### src/verilog/via_pkg.sv
// Constants shared by the vectored interrupt arbiter
package via_pkg;

  // ==========================================================
  // Source count and register map
  localparam int unsigned VIA_NUM_SRC = 20;
  localparam int unsigned VIA_NUM_PINS = 6;
  localparam logic [7:0] VIA_ADDR_REQ0L = 8'he0;
  localparam logic [7:0] VIA_ADDR_REQ0H = 8'he1;
  localparam logic [7:0] VIA_ADDR_REQ1L = 8'he2;
  localparam logic [7:0] VIA_ADDR_REQ1H = 8'he3;
  localparam logic [7:0] VIA_ADDR_MASK0L = 8'he4;
  localparam logic [7:0] VIA_ADDR_MASK0H = 8'he5;
  localparam logic [7:0] VIA_ADDR_MASK1L = 8'he6;
  localparam logic [7:0] VIA_ADDR_MASK1H = 8'he7;
  localparam logic [7:0] VIA_ADDR_PRIO0L = 8'he8;
  localparam logic [7:0] VIA_ADDR_PRIO0H = 8'he9;
  localparam logic [7:0] VIA_ADDR_PRIO1L = 8'hea;
  localparam logic [7:0] VIA_ADDR_PRIO1H = 8'heb;
  localparam logic [7:0] VIA_ADDR_RISE_EN = 8'h48;
  localparam logic [7:0] VIA_ADDR_FALL_EN = 8'h49;
  localparam logic [7:0] VIA_ADDR_LOWVOLT = 8'hbe;
  localparam logic [7:0] VIA_ADDR_CTRL = 8'hf0;
  localparam logic [7:0] VIA_ADDR_STATUS = 8'hf1;

  // ==========================================================
  // Field positions
  localparam int unsigned VIA_LOWVOLT_MODE_BIT = 1;
  localparam int unsigned VIA_CTRL_IE_BIT = 0;
  localparam int unsigned VIA_IDX_SHARED = 10;
  localparam int unsigned VIA_IDX_TIMER8_B_COUNTER = 18;
  localparam int unsigned VIA_IDX_TWOWIRE = 19;

  // ==========================================================
  // Reset values
  localparam logic [19:0] VIA_REQ_RESET = 20'h00000;
  localparam logic [19:0] VIA_MASK_RESET = 20'hfffff;
  localparam logic [19:0] VIA_PRIO_RESET = 20'hfffff;
  localparam logic [7:0] VIA_BYTE_RESET = 8'h00;

  // ==========================================================
  // Vector table addresses
  localparam logic [15:0] VIA_VEC_BASE = 16'h0004;
  localparam logic [15:0] VIA_VEC_TIMER8_B_COUNTER = 16'h002a;
  localparam logic [15:0] VIA_VEC_TWOWIRE = 16'h0034;

  // Pin synchroniser depth
  localparam int unsigned VIA_SYNC_STAGES = 3;

endpackage : via_pkg

### src/verilog/via_arbiter.sv
// Vectored interrupt arbiter: flags, masks, priority groups, vectoring
//
// Strobed register access and the register offsets were decided locally.
`timescale 1ns/1ps
module via_arbiter
  import via_pkg::*;
(
  input wire logic clk_in,
  input wire logic reset_n_in,
  input wire logic [7:0] addr_in,
  input wire logic [7:0] wr_data_in,
  input wire logic wr_en_in,
  input wire logic rd_en_in,
  output logic [7:0] rd_data_out,
  input wire logic [5:0] ext_pin_in,
  input wire logic lowvolt_detect_in,
  input wire logic uart6_rx_err_in,
  input wire logic uart6_rx_end_in,
  input wire logic uart6_tx_end_in,
  input wire logic csi_transfer_end_irq_in,
  input wire logic uart0_tx_end_irq_in,
  input wire logic timerh1_match_in,
  input wire logic timerh0_match_in,
  input wire logic timer50_match_irq_in,
  input wire logic timer00_ch0_match_in,
  input wire logic timer00_ch0_capture_mode_in,
  input wire logic timer16_input_b_edge_in,
  input wire logic timer00_ch1_match_in,
  input wire logic timer00_ch1_capture_mode_in,
  input wire logic timer16_input_a_edge_in,
  input wire logic adc_done_irq_in,
  input wire logic uart0_rx_end_in,
  input wire logic uart0_rx_err_in,
  input wire logic timer51_match_irq_in,
  input wire logic timer51_carrier_mode_in,
  input wire logic carrier_timer_event_in,
  input wire logic twowire_done_irq_in,
  input wire logic ack_in,
  input wire logic service_return_in,
  output logic irq_req_out,
  output logic [15:0] vector_out,
  output logic irq_high_group_out,
  output logic lowvolt_reset_out
);

  // ==========================================================
  // Byte views of the 20-wide flag vectors
  function automatic logic [7:0] via_get_byte(input logic [19:0] v, input logic [1:0] grp, input logic fill);
    logic [7:0] b;
    b = {8{fill}};
    case (grp)
      2'd0: b = v[7:0];
      2'd1: b = v[15:8];
      2'd2: b = {{4{fill}}, v[18], fill, v[17], v[16]};
      default: b = {{7{fill}}, v[19]};
    endcase
    return b;
  endfunction : via_get_byte

  function automatic logic [19:0] via_put_byte(input logic [19:0] v, input logic [1:0] grp, input logic [7:0] d);
    logic [19:0] r;
    r = v;
    case (grp)
      2'd0: r[7:0] = d;
      2'd1: r[15:8] = d;
      2'd2: begin
        r[16] = d[0];
        r[17] = d[1];
        r[18] = d[3];
      end
      default: r[19] = d[0];
    endcase
    return r;
  endfunction : via_put_byte

  // ==========================================================
  // External pin edge detection
  logic [5:0] rise_en_reg;
  logic [5:0] rise_en_next;
  logic [5:0] fall_en_reg;
  logic [5:0] fall_en_next;
  logic [5:0] pin_pulse;

  via_pin_edge #(
    .WIDTH(VIA_NUM_PINS)
  ) i_via_pin_edge (
    .clk_in(clk_in),
    .reset_n_in(reset_n_in),
    .pin_in(ext_pin_in),
    .rising_edge_enables_in(rise_en_reg),
    .falling_edge_enables_in(fall_en_reg),
    .edge_pulse_out(pin_pulse)
  );

  // ==========================================================
  // Source events, index equals default priority
  logic lowvolt_mode_select_reg;
  logic lowvolt_mode_select_next;
  logic [19:0] src_event;

  always_comb begin
    src_event[0] = lowvolt_detect_in & ~lowvolt_mode_select_reg;
    src_event[6:1] = pin_pulse;
    src_event[7] = uart6_rx_err_in;
    src_event[8] = uart6_rx_end_in;
    src_event[9] = uart6_tx_end_in;
    src_event[VIA_IDX_SHARED] = csi_transfer_end_irq_in | uart0_tx_end_irq_in;
    src_event[11] = timerh1_match_in;
    src_event[12] = timerh0_match_in;
    src_event[13] = timer50_match_irq_in;
    src_event[14] = timer00_ch0_capture_mode_in ? timer16_input_b_edge_in : timer00_ch0_match_in;
    src_event[15] = timer00_ch1_capture_mode_in ? timer16_input_a_edge_in : timer00_ch1_match_in;
    src_event[16] = adc_done_irq_in;
    src_event[17] = uart0_rx_end_in | uart0_rx_err_in;
    src_event[VIA_IDX_TIMER8_B_COUNTER] = timer51_carrier_mode_in ? carrier_timer_event_in : timer51_match_irq_in;
    src_event[VIA_IDX_TWOWIRE] = twowire_done_irq_in;
  end

  // ==========================================================
  // Arbitration over eligible requests
  logic [19:0] req_reg;
  logic [19:0] mask_reg;
  logic [19:0] prio_reg;
  logic ie_reg;
  logic hi_busy_reg;
  logic lo_busy_reg;
  logic [19:0] eligible;
  logic found;
  logic [4:0] win_idx;
  logic win_high;

  always_comb begin
    eligible = '0;
    found = 1'b0;
    win_idx = 5'h00;
    win_high = 1'b0;
    for (int i = 0; i < VIA_NUM_SRC; i++) begin
      // High group blocked only by high service; low by any service
      if (req_reg[i] && !mask_reg[i] && ie_reg && !hi_busy_reg && (!prio_reg[i] || !lo_busy_reg)) begin
        eligible[i] = 1'b1;
      end
    end
    for (int i = VIA_NUM_SRC - 1; i >= 0; i--) begin
      if (eligible[i] && !prio_reg[i]) begin
        found = 1'b1;
        win_idx = 5'(i);
        win_high = 1'b1;
      end
    end
    if (!found) begin
      for (int i = VIA_NUM_SRC - 1; i >= 0; i--) begin
        if (eligible[i]) begin
          found = 1'b1;
          win_idx = 5'(i);
        end
      end
    end
  end

  // ==========================================================
  // Request presentation toward the core
  logic irq_req_reg;
  logic irq_req_next;
  logic [15:0] vector_reg;
  logic [15:0] vector_next;
  logic irq_high_reg;
  logic irq_high_next;
  logic [4:0] pend_idx_reg;
  logic [4:0] pend_idx_next;
  logic ack_take;

  assign ack_take = ack_in & irq_req_reg;

  always_comb begin
    irq_req_next = found & ~ack_take;
    irq_high_next = win_high;
    pend_idx_next = win_idx;
    if (win_idx == 5'(VIA_IDX_TIMER8_B_COUNTER)) begin
      vector_next = VIA_VEC_TIMER8_B_COUNTER;
    end else if (win_idx == 5'(VIA_IDX_TWOWIRE)) begin
      vector_next = VIA_VEC_TWOWIRE;
    end else begin
      vector_next = VIA_VEC_BASE + {10'h000, win_idx, 1'b0};
    end
  end

  always_ff @(posedge clk_in or negedge reset_n_in) begin
    if (!reset_n_in) begin
      irq_req_reg <= 1'b0;
      vector_reg <= 16'h0000;
      irq_high_reg <= 1'b0;
      pend_idx_reg <= 5'h00;
    end else begin
      irq_req_reg <= irq_req_next;
      vector_reg <= vector_next;
      irq_high_reg <= irq_high_next;
      pend_idx_reg <= pend_idx_next;
    end
  end

  // ==========================================================
  // Flag registers, enables, service state
  logic [19:0] req_next;
  logic [19:0] mask_next;
  logic [19:0] prio_next;
  logic ie_next;
  logic hi_busy_next;
  logic lo_busy_next;
  logic lowvolt_reset_reg;
  logic lowvolt_reset_next;

  always_comb begin
    req_next = req_reg;
    mask_next = mask_reg;
    prio_next = prio_reg;
    rise_en_next = rise_en_reg;
    fall_en_next = fall_en_reg;
    lowvolt_mode_select_next = lowvolt_mode_select_reg;
    ie_next = ie_reg;
    hi_busy_next = hi_busy_reg;
    lo_busy_next = lo_busy_reg;
    if (wr_en_in) begin
      if (addr_in == VIA_ADDR_REQ0L) begin
        req_next = via_put_byte(req_reg, 2'd0, wr_data_in);
      end else if (addr_in == VIA_ADDR_REQ0H) begin
        req_next = via_put_byte(req_reg, 2'd1, wr_data_in);
      end else if (addr_in == VIA_ADDR_REQ1L) begin
        req_next = via_put_byte(req_reg, 2'd2, wr_data_in);
      end else if (addr_in == VIA_ADDR_REQ1H) begin
        req_next = via_put_byte(req_reg, 2'd3, wr_data_in);
      end else if (addr_in == VIA_ADDR_MASK0L) begin
        mask_next = via_put_byte(mask_reg, 2'd0, wr_data_in);
      end else if (addr_in == VIA_ADDR_MASK0H) begin
        mask_next = via_put_byte(mask_reg, 2'd1, wr_data_in);
      end else if (addr_in == VIA_ADDR_MASK1L) begin
        mask_next = via_put_byte(mask_reg, 2'd2, wr_data_in);
      end else if (addr_in == VIA_ADDR_MASK1H) begin
        mask_next = via_put_byte(mask_reg, 2'd3, wr_data_in);
      end else if (addr_in == VIA_ADDR_PRIO0L) begin
        prio_next = via_put_byte(prio_reg, 2'd0, wr_data_in);
      end else if (addr_in == VIA_ADDR_PRIO0H) begin
        prio_next = via_put_byte(prio_reg, 2'd1, wr_data_in);
      end else if (addr_in == VIA_ADDR_PRIO1L) begin
        prio_next = via_put_byte(prio_reg, 2'd2, wr_data_in);
      end else if (addr_in == VIA_ADDR_PRIO1H) begin
        prio_next = via_put_byte(prio_reg, 2'd3, wr_data_in);
      end else if (addr_in == VIA_ADDR_RISE_EN) begin
        rise_en_next = wr_data_in[5:0];
      end else if (addr_in == VIA_ADDR_FALL_EN) begin
        fall_en_next = wr_data_in[5:0];
      end else if (addr_in == VIA_ADDR_LOWVOLT) begin
        lowvolt_mode_select_next = wr_data_in[VIA_LOWVOLT_MODE_BIT];
      end else if (addr_in == VIA_ADDR_CTRL) begin
        ie_next = wr_data_in[VIA_CTRL_IE_BIT];
      end
    end
    // Acknowledge: clear flag, block nesting by the same or a lower group, disable further accepts
    if (ack_take) begin
      req_next[pend_idx_reg] = 1'b0;
      ie_next = 1'b0;
      if (irq_high_reg) begin
        hi_busy_next = 1'b1;
      end else begin
        lo_busy_next = 1'b1;
      end
    end else if (service_return_in) begin
      if (hi_busy_reg) begin
        hi_busy_next = 1'b0;
      end else begin
        lo_busy_next = 1'b0;
      end
    end
    // Hardware set wins over software or acknowledge clear
    req_next = req_next | src_event;
    lowvolt_reset_next = lowvolt_detect_in & lowvolt_mode_select_reg;
  end

  always_ff @(posedge clk_in or negedge reset_n_in) begin
    if (!reset_n_in) begin
      req_reg <= VIA_REQ_RESET;
      mask_reg <= VIA_MASK_RESET;
      prio_reg <= VIA_PRIO_RESET;
      rise_en_reg <= 6'h00;
      fall_en_reg <= 6'h00;
      lowvolt_mode_select_reg <= 1'b0;
      ie_reg <= 1'b0;
      hi_busy_reg <= 1'b0;
      lo_busy_reg <= 1'b0;
      lowvolt_reset_reg <= 1'b0;
    end else begin
      req_reg <= req_next;
      mask_reg <= mask_next;
      prio_reg <= prio_next;
      rise_en_reg <= rise_en_next;
      fall_en_reg <= fall_en_next;
      lowvolt_mode_select_reg <= lowvolt_mode_select_next;
      ie_reg <= ie_next;
      hi_busy_reg <= hi_busy_next;
      lo_busy_reg <= lo_busy_next;
      lowvolt_reset_reg <= lowvolt_reset_next;
    end
  end

  // ==========================================================
  // Read path, data one cycle after the strobe
  logic [7:0] rd_data_reg;
  logic [7:0] rd_data_next;

  always_comb begin
    rd_data_next = VIA_BYTE_RESET;
    if (rd_en_in) begin
      if (addr_in == VIA_ADDR_REQ0L) begin
        rd_data_next = via_get_byte(req_reg, 2'd0, 1'b0);
      end else if (addr_in == VIA_ADDR_REQ0H) begin
        rd_data_next = via_get_byte(req_reg, 2'd1, 1'b0);
      end else if (addr_in == VIA_ADDR_REQ1L) begin
        rd_data_next = via_get_byte(req_reg, 2'd2, 1'b0);
      end else if (addr_in == VIA_ADDR_REQ1H) begin
        rd_data_next = via_get_byte(req_reg, 2'd3, 1'b0);
      end else if (addr_in == VIA_ADDR_MASK0L) begin
        rd_data_next = via_get_byte(mask_reg, 2'd0, 1'b1);
      end else if (addr_in == VIA_ADDR_MASK0H) begin
        rd_data_next = via_get_byte(mask_reg, 2'd1, 1'b1);
      end else if (addr_in == VIA_ADDR_MASK1L) begin
        rd_data_next = via_get_byte(mask_reg, 2'd2, 1'b1);
      end else if (addr_in == VIA_ADDR_MASK1H) begin
        rd_data_next = via_get_byte(mask_reg, 2'd3, 1'b1);
      end else if (addr_in == VIA_ADDR_PRIO0L) begin
        rd_data_next = via_get_byte(prio_reg, 2'd0, 1'b1);
      end else if (addr_in == VIA_ADDR_PRIO0H) begin
        rd_data_next = via_get_byte(prio_reg, 2'd1, 1'b1);
      end else if (addr_in == VIA_ADDR_PRIO1L) begin
        rd_data_next = via_get_byte(prio_reg, 2'd2, 1'b1);
      end else if (addr_in == VIA_ADDR_PRIO1H) begin
        rd_data_next = via_get_byte(prio_reg, 2'd3, 1'b1);
      end else if (addr_in == VIA_ADDR_RISE_EN) begin
        rd_data_next = {2'b00, rise_en_reg};
      end else if (addr_in == VIA_ADDR_FALL_EN) begin
        rd_data_next = {2'b00, fall_en_reg};
      end else if (addr_in == VIA_ADDR_LOWVOLT) begin
        rd_data_next = {6'h00, lowvolt_mode_select_reg, 1'b0};
      end else if (addr_in == VIA_ADDR_CTRL) begin
        rd_data_next = {7'h00, ie_reg};
      end else if (addr_in == VIA_ADDR_STATUS) begin
        rd_data_next = {irq_req_reg, 2'b00, lo_busy_reg, hi_busy_reg, irq_high_reg, 2'b00};
      end
    end
  end

  always_ff @(posedge clk_in or negedge reset_n_in) begin
    if (!reset_n_in) begin
      rd_data_reg <= VIA_BYTE_RESET;
    end else begin
      rd_data_reg <= rd_data_next;
    end
  end

  // Outputs straight from flip-flops
  assign rd_data_out = rd_data_reg;
  assign irq_req_out = irq_req_reg;
  assign vector_out = vector_reg;
  assign irq_high_group_out = irq_high_reg;
  assign lowvolt_reset_out = lowvolt_reset_reg;

endmodule : via_arbiter

### src/verilog/via_pin_edge.sv
// Pin synchroniser and edge selector for the external request pins
`timescale 1ns/1ps
module via_pin_edge
  import via_pkg::*;
#(
  parameter int unsigned WIDTH = VIA_NUM_PINS
) (
  input wire logic clk_in,
  input wire logic reset_n_in,
  input wire logic [WIDTH-1:0] pin_in,
  input wire logic [WIDTH-1:0] rising_edge_enables_in,
  input wire logic [WIDTH-1:0] falling_edge_enables_in,
  output logic [WIDTH-1:0] edge_pulse_out
);

  // ==========================================================
  // Per-pin synchroniser, agreement and edge detection
  genvar g;
  generate
    for (g = 0; g < WIDTH; g++) begin : g_pin
      logic [2:0] sync_reg;
      logic [2:0] sync_next;
      logic level_reg;
      logic level_next;
      logic pulse_reg;
      logic pulse_next;

      // Next values: level changes once stages two and three agree
      always_comb begin
        sync_next = {sync_reg[1:0], pin_in[g]};
        level_next = level_reg;
        pulse_next = 1'b0;
        if (sync_reg[1] == sync_reg[2]) begin
          level_next = sync_reg[2];
          if (sync_reg[2] && !level_reg && rising_edge_enables_in[g]) begin
            pulse_next = 1'b1;
          end else if (!sync_reg[2] && level_reg && falling_edge_enables_in[g]) begin
            pulse_next = 1'b1;
          end
        end
      end

      // Registers
      always_ff @(posedge clk_in or negedge reset_n_in) begin
        if (!reset_n_in) begin
          sync_reg <= 3'h0;
          level_reg <= 1'b0;
          pulse_reg <= 1'b0;
        end else begin
          sync_reg <= sync_next;
          level_reg <= level_next;
          pulse_reg <= pulse_next;
        end
      end

      assign edge_pulse_out[g] = pulse_reg;
    end
  endgenerate

endmodule : via_pin_edge

### config.mk
export PLATFORM = sky130hd
export DESIGN_NAME = via_arbiter
export DESIGN_NICKNAME = d
export VERILOG_FILES = /design/src/verilog/via_pkg.sv /design/src/verilog/via_arbiter.sv /design/src/verilog/via_pin_edge.sv
export SDC_FILE = /design/constraint.sdc
export NUM_CORES = 1
export LEC_CHECK = 0
export ABC_AREA = 1
export BUFFER_PORTS_ARGS = -buffer_cell sky130_fd_sc_hd__clkbuf_2
export CAP_MARGIN = 15
export CORE_MARGIN = 5
export CORE_UTILIZATION = 53
export CTS_CLUSTER_DIAMETER = 120
export DETAILED_ROUTE_END_ITERATION = 8
export GPL_TIMING_DRIVEN = 0
export PLACE_DENSITY = 0.76
export SLEW_MARGIN = 30
export SYNTH_ARGS = -nofsm -noshare
export SYNTH_HDL_FRONTEND = slang
export SYNTH_SLANG_ARGS = --single-unit
export TNS_END_PERCENT = 20
### constraint.sdc
create_clock -name clk_in -period 2.7 [get_ports clk_in]
set_input_delay 0.405 -clock clk_in [delete_from_list [all_inputs] [get_ports clk_in]]
set_output_delay 0.405 -clock clk_in [all_outputs]
set_load 0.005 [all_outputs]
======== Word level (Yosys, flattened, before mapping) ========
Index checks and enable logic that the tools add are counted.
operators by class
  $add $sub $neg .......................... 1
  magnitude comparators ................... 2
  eq/ne operators ......................... 43
  mux-type cells .......................... 182
  bitwise logic cells ..................... 25
  reduce and logical (&&, ||, !) cells .... 216
operators with widths
  cell                                            number
  two-way mux 5 bit                               41
  two-way mux 8 bit                               20
  logical AND 1 bit                               125
  == test 8 bit (second input constant)           15
  two-way mux 20 bit                              6
  two-way mux 1 bit                               108
  zero test 1 bit                                 54
  two-way mux 19 bit                              2
  inequality test 2 bit (second input constant)   17
  two-way mux 16 bit                              2
  AND 20 bit                                      1
  logical OR 1 bit                                20
  inverter 20 bit                                 1
  bitwise OR 20 bit                               1
  AND reduction 17 bit                            1
  == test 8 x 7 -> 1 bit (second input constant)  2
  inverter 1 bit                                  16
  AND reduction 16 bit                            1
  AND reduction 15 bit                            1
  two-way mux 7 bit                               2
  AND reduction 14 bit                            1
  AND reduction 13 bit                            1
  AND reduction 12 bit                            1
  AND reduction 11 bit                            1
  17 further kinds                                29
storage, ports and cells
  register bits after elaboration ......... 138
  input port bits ......................... 50
  output and inout port bits .............. 27
  logic and storage cells ................. 508

======== Depth between registers and ports, before layout ========
  depth after elaboration ................. 51
  mapped depth ............................ 46
  depth with buffers taken out ............ 45

======== Hierarchy ========
Synthesis repeated with hierarchy kept, for this count alone.
second synthesis, totals
  cell total of the unflattened synthesis .. 876
  area total of the unflattened synthesis .. 6707.7 um^2
by module, submodules not included
  module        times used  cells each  area an instance (um^2)  sequential area each (um^2)
  via_arbiter   1           774         5604.1                   2502.4
  via_pin_edge  1           102         1103.6                   750.7

======== Worst setup path before layout ========
OpenSTA, ideal clock, no wires.
  path type ............................... reg-to-reg
  start point ............................. register hi_busy_reg
  end point ............................... register vector_reg[4], in the netlist vector_out[4]
  library setup time ...................... 0.113 ns
  data arrival time ....................... 2.756 ns
  data required time ...................... 2.587 ns
  path slack .............................. -0.169 ns
  stages on the path, launching flop included .. 43
  path buffers ............................ 0
  clock period less this slack ............ 2.869 ns
  cells stage by stage .................... dfrtp_1 > nor2_4 > and3_1 > inv_1 > or2_1 > nand2_1 > nand2_1 > nand2_1 > nand2_1 > nand2_1 > nand2_1 > nand2_1 > nand2_1 > nand2_1 > nand2_1 > nand2_1 > nand2_1 > nand2_1 > [... 7 more ...] > nand2_1 > nand2_1 > nand2_1 > nand2_1 > nand2_1 > nand2_1 > nand2_1 > nand2_1 > nand2_1 > nand2_1 > nand2_1 > nand2_1 > nand2_1 > nand2_1 > nand2_2 > nand3_2 > nand2_1 > inv_1
on the way
  longest elaborated chain between the ends .. 49
  elaborated cells on any way between the ends .. 147
  those cells by class .................... add/sub: 1; eq/ne: 2; mux: 83; reduce/logical: 61
RTL lines
  item                                                          line                                    text
  start: declaration                                            via_arbiter.sv:125                      logic hi_busy_reg;
  start signal: assignment                                      via_arbiter.sv:298                      hi_busy_reg <= hi_busy_next;
  zero test 1 bit (*)                                           via_arbiter.sv:139                      if (req_reg[i] && !mask_reg[i] && ie_reg && !hi_busy_reg && (!prio_reg[i] || !lo_busy_reg)) begin
  logical AND 1 bit (2 in series)                               via_arbiter.sv:139
  two-way mux 1 bit                                             via_arbiter.sv:139
  logical AND 1 bit                                             via_arbiter.sv:144                      if (eligible[i] && !prio_reg[i]) begin
  two-way mux 5 bit (20 in series)                              via_arbiter.sv:144
  two-way mux 5 bit (20 in series)                              via_arbiter.sv:152                      if (eligible[i]) begin
  two-way mux 5 bit (*)                                         via_arbiter.sv:150                      if (!found) begin
  adder 3 x 6 -> 7 bit / == test 5 bit (equally long branches)  via_arbiter.sv:183, via_arbiter.sv:180
  two-way mux 7 bit                                             via_arbiter.sv:180                      end else if (win_idx == 5'(VIA_IDX_TWOWIRE)) begin
  two-way mux 7 bit (*)                                         via_arbiter.sv:178                      if (win_idx == 5'(VIA_IDX_TIMER8_B_COUNTER)) begin
  via vector_next[4]                                            via_arbiter.sv:165                      logic [15:0] vector_next;
  end signal: assignment                                        via_arbiter.sv:195                      vector_reg <= vector_next;
  end: declaration                                              via_arbiter.sv:164                      logic [15:0] vector_reg;
The timed path passes the listed nets; every way through them passes the cells marked *.
A chain may end at the register's enable or synchronous reset.

======== Worst setup path in the final report ========
Same ends and word-level chain as after synthesis.

==> summary by stage <==
Critical path
The delay of the slowest critical-path stage is roughly 0.43 ns. The startpoint of the lowest-slack register-to-register path is hi_busy_reg. Counting stages on the worst path, the most repeated cell is nand2_1. The endpoint identified for the worst register-to-register timing path is vector_out[4].

The standard cell with the maximum stage delay on the critical path is dfrtp_1. At the worst endpoint, the required time is 3.01 ns. The biggest fanout along the worst timing path is 5. The family of cells with the greatest summed delay on the critical path is simple AND/OR/NAND/NOR gates. The worst setup path is captured at a register. The logic depth of the worst register-to-register path is 42. The critical path contains buffers and inverters numbering 2 combined.

STA puts the critical path data arrival time at around 3.8 ns. The worst setup path is launched from a register. The critical path is of the register to register type. The worst register-to-register path has a setup slack of -0.77 ns.

Yosys
After synthesis, flip-flops and latches occupy around half of the total area. Summing the areas of all xor and xnor instances in the mapped netlist gives less than 1% of the synthesized area. The count of unique library cells instantiated by Yosys is 40. The cell area that synthesis handed to floorplanning was roughly 6500 um2. The synthesized netlist devotes 24.8% of its cell area to simple gates. Among all flip-flop cells after synthesis, the most frequent one is dfrtp_1.

The average size of a mapped cell is 7.76 um2. Of all flip-flops after synthesis, the portion carrying an async set or reset was 100%. After synthesis, the largest family of logic cells by area is simple AND/OR/NAND/NOR gates. The Yosys step of the flow raised 0 warnings. Yosys mapped a number of flops with a built-in enable equal to 0. Summing the areas of all compound-gate instances in the mapped netlist gives 16.2% of the synthesized area. Multiplexer cells account for less than 1% of the synthesized area. Synthesis handed over a netlist of 844 instances.

The post-synthesis adder-cell area fraction is 0.191%. The register bit total from synthesis is about 130.

Clock tree
The clock edge transition at the registers on the reported setup and hold paths is 0.06 ns. For this design, the sink count on the clock tree is approximately 130. The H-tree generated during clock tree synthesis spans 4 levels. The latest clock arrival within the worst-skew pair is around 0.42 ns. The number of buffers added by the clock tree synthesis step is 17. In this run the deepest clock path goes through 2 buffers.

Clock tree synthesis selected as its root buffer the cell clkbuf_16. The clock tree from TritonCTS is done.

Layout
Measured on the finished design, the core utilization comes to about two thirds. The count of fill cells added during filler insertion is just over 1000. In the final layout, the share of cells above drive strength 1 is between 20 and 25%. Summing all flip-flop and latch instances after layout gives about 3300 um2. For this run, the post-layout net count is around 1000. The area of the multi-input gates is a little under 3000 um2. The area added between synthesis and finish is 23.5%.

The number of antenna diodes in the final layout is 0.

Timing
Setup repair after global routing could not meet its margin everywhere. The final-report hold violation count is 0. The final critical path time including I/O delays and setup is roughly 3.5 ns. The final setup skew is ~0.005 ns. The relative max-transition margin is 48.2%. Setup violations remaining at the end of the flow were counted as 7. The highest clock frequency the design can meet is 0.288 GHz. The tightest hold path in the finished design has a slack of ~0.092 ns.

The final period utilization is 129%. The number of pins with negative max-slew slack in the final report is 0. At the pin with the least slew margin, the transition time is between 0.7 and 0.8 ns. For the final routed database, the setup TNS stands at -3.86 ns. The final setup slack of the worst path is -0.772 ns.

Status
The final reports fail on negative setup slack. The run finished, with violations left.

Route
The number of detailed-routing iterations run before antenna repair is 6. Summed over all layers, the routed wires come to about 20000 um. After the first detailed-routing iteration, the DRC count stood at just under 700. After detailed routing, the number of remaining DRC violations is 0.

Once detail routing completed, the nets flagged for antenna violations numbered 0. The overall via count from detail_route is approximately 6300. The average routed wire per standard cell is between 15 and 20 um. In the routed layout, each cell is associated on average with a via count of roughly 5.5.

Floorplan
The initial utilization of the core area, before any placement, comes to between 50% and 60%. In this run the standard cell core region covers 12100 um2. The floorplan die width is around 120 um. The die covers between 10000 and 15000 um2.

The floorplan step set the die height to 121 um. The placement row count is 40. The count of boundary I/O pins is 77.

Power
For this design the ratio of total power to cell area is between 800 and 900 nW/um2. Across the VDD grid, the largest voltage drop is 0.660 mV. The leakage power figure is between 3 and 4 nW.

Place
The post-place setup slack is -0.690 ns. The congestion estimate from routability-driven global placement came to between 1 and 1.5. The half-perimeter wire length after placement is between 15000 and 20000 um. During placement, the flow inserted port buffers numbering 66.

Global routing
The total overflow left after global routing is 0. The via count of the first global-routing pass is 6127. Entering global routing, the biggest net connects between 80 and 90 pins. The overall global routing resource usage is 29.0%. The first-pass GRT wire length is around 32000 um. The number of antenna violations at the first check in global routing is 0.

Min path
The startpoint of the tightest hold check path is ext_pin_in[4]. For hold timing, the worst endpoint is i_via_pin_edge.g_pin[4].sync_reg[0]. The type of the tightest min-delay check is input port to register. The depth of the worst hold-timing path is 1.

Flow run
The tool flagged a number of max-cap violations equal to 0.
==> worst max-delay path by stage <==
stage                 from                                end  slack [ns]  cells after the start
3_3_place_gp    reset_n_in  i_via_pin_edge.g_pin[4].level_reg       -0.76                      1
2_1_floorplan  hi_busy_reg                      vector_out[4]       -0.17                     42
3_5_place_dp        ie_reg                      vector_out[4]       -0.69                     40
4_1_cts             ie_reg                      vector_out[2]       -0.56                     43
6_report       hi_busy_reg                      vector_out[4]       -0.77                     42
5_1_grt        hi_busy_reg                      vector_out[4]       -1.17                     42
==> cells in the final DEF (no fill, tap or decap), drive strengths merged, types with 21 or more instances in the layout <==
cell / instances
buf: 29
nand3: 34
nand2: 232
nor2: 92
a21oi: 21
dfstp: 40
inv: 112
clkbuf: 96
o21ai: 106
dfrtp: 88
==> per-layer routing <==
| layer | share of wire, % | track usage (%) |
|---|---|---|
| met3 | 9.3 | 6.29 |
| met5 | 0 | 0 |
| met2 | 47 | 45.7 |
| met4 | 3.8 | 14.2 |
| met1 | 39 | 37.9 |
==> logic make-up (layout without fill, tap and decap cells) <==
family,count (synthesis),after routing
compound gates,181,181
fa+ha+maj,1,1
other cells,1,11
flops,128,128
simple gates,394,394
mux,4,4
xor+xnor,1,1
buf+inv,134,249
==> worst register-to-register path: cells and delay by family, from the launching register on <==
kind | cells | cell delay (ns)
DFF | 1 | 0.43
buffers and inverters | 2 | 0.08
and+or+nand+nor | 40 | 2.86
==> what timing repair did <==
| item | CTS | global route |
|---|---|---|
| endpoints found under the setup margin | 8 | 11 |
| hold buffers | 1 | 0 |
| buffers inserted | 12 | 3 |
| resized for setup | 13 | 26 |
| endpoints found under the hold margin | 21 | 0 |
| pin swaps | 4 | 8 |
==> cell usage after synthesis (all sizes together), types with 2 or more instances <==
library cell	count	share of area (%)
dfrtp	88	34
nor2	92	5.4
a221oi	3	0.40
o221ai	4	0.53
o31ai	2	0.23
o21ai	106	8.1
a31oi	3	0.29
a311oi	2	0.27
o2111ai	2	0.27
o22ai	8	0.76
buf	13	1.4
or2	14	1.3
dfstp	40	16
mux2i	4	0.61
o211ai	4	0.46
nand3	34	2.7
nand2	232	13
a2111oi	8	1.2
and3	6	0.57
o21bai	16	1.8
a21oi	21	1.6
inv	110	6.3
clkbuf	10	0.57
nand4	7	0.67
nor3	8	0.69
==> power by group <==
group,switching (W),total (W),internal [W]
registers,0.000204,0.00239,0.00218
clock network,0.000853,0.00254,0.00169
logic,0.00123,0.00193,0.000706
==> area by class of cell <==
| class | instances | area share (%) |
|---|---|---|
| Sequential cell | 128 | 40.3 |
| Tap cell | 168 | 2.60 |
| Clock inverter | 12 | 2.52 |
| Multi-Input combinational cell | 592 | 36.0 |
| Timing Repair Buffer | 83 | 6.14 |
| Inverter | 111 | 5.18 |
| Clock buffer | 20 | 5.65 |
| Buffer | 23 | 1.64 |
==> through the flow <==
stage                     instances  area, um2  power, W
after global placement         1088       7130   0.00404
after CTS                      1134       7960   0.00675
final                          1137       8090   0.00686
after global routing           1137       8090   0.00722
after floorplan                 854       6590   0.00351
after detailed placement       1089       7160   0.00408
Power figures use the tool's default switching activity.
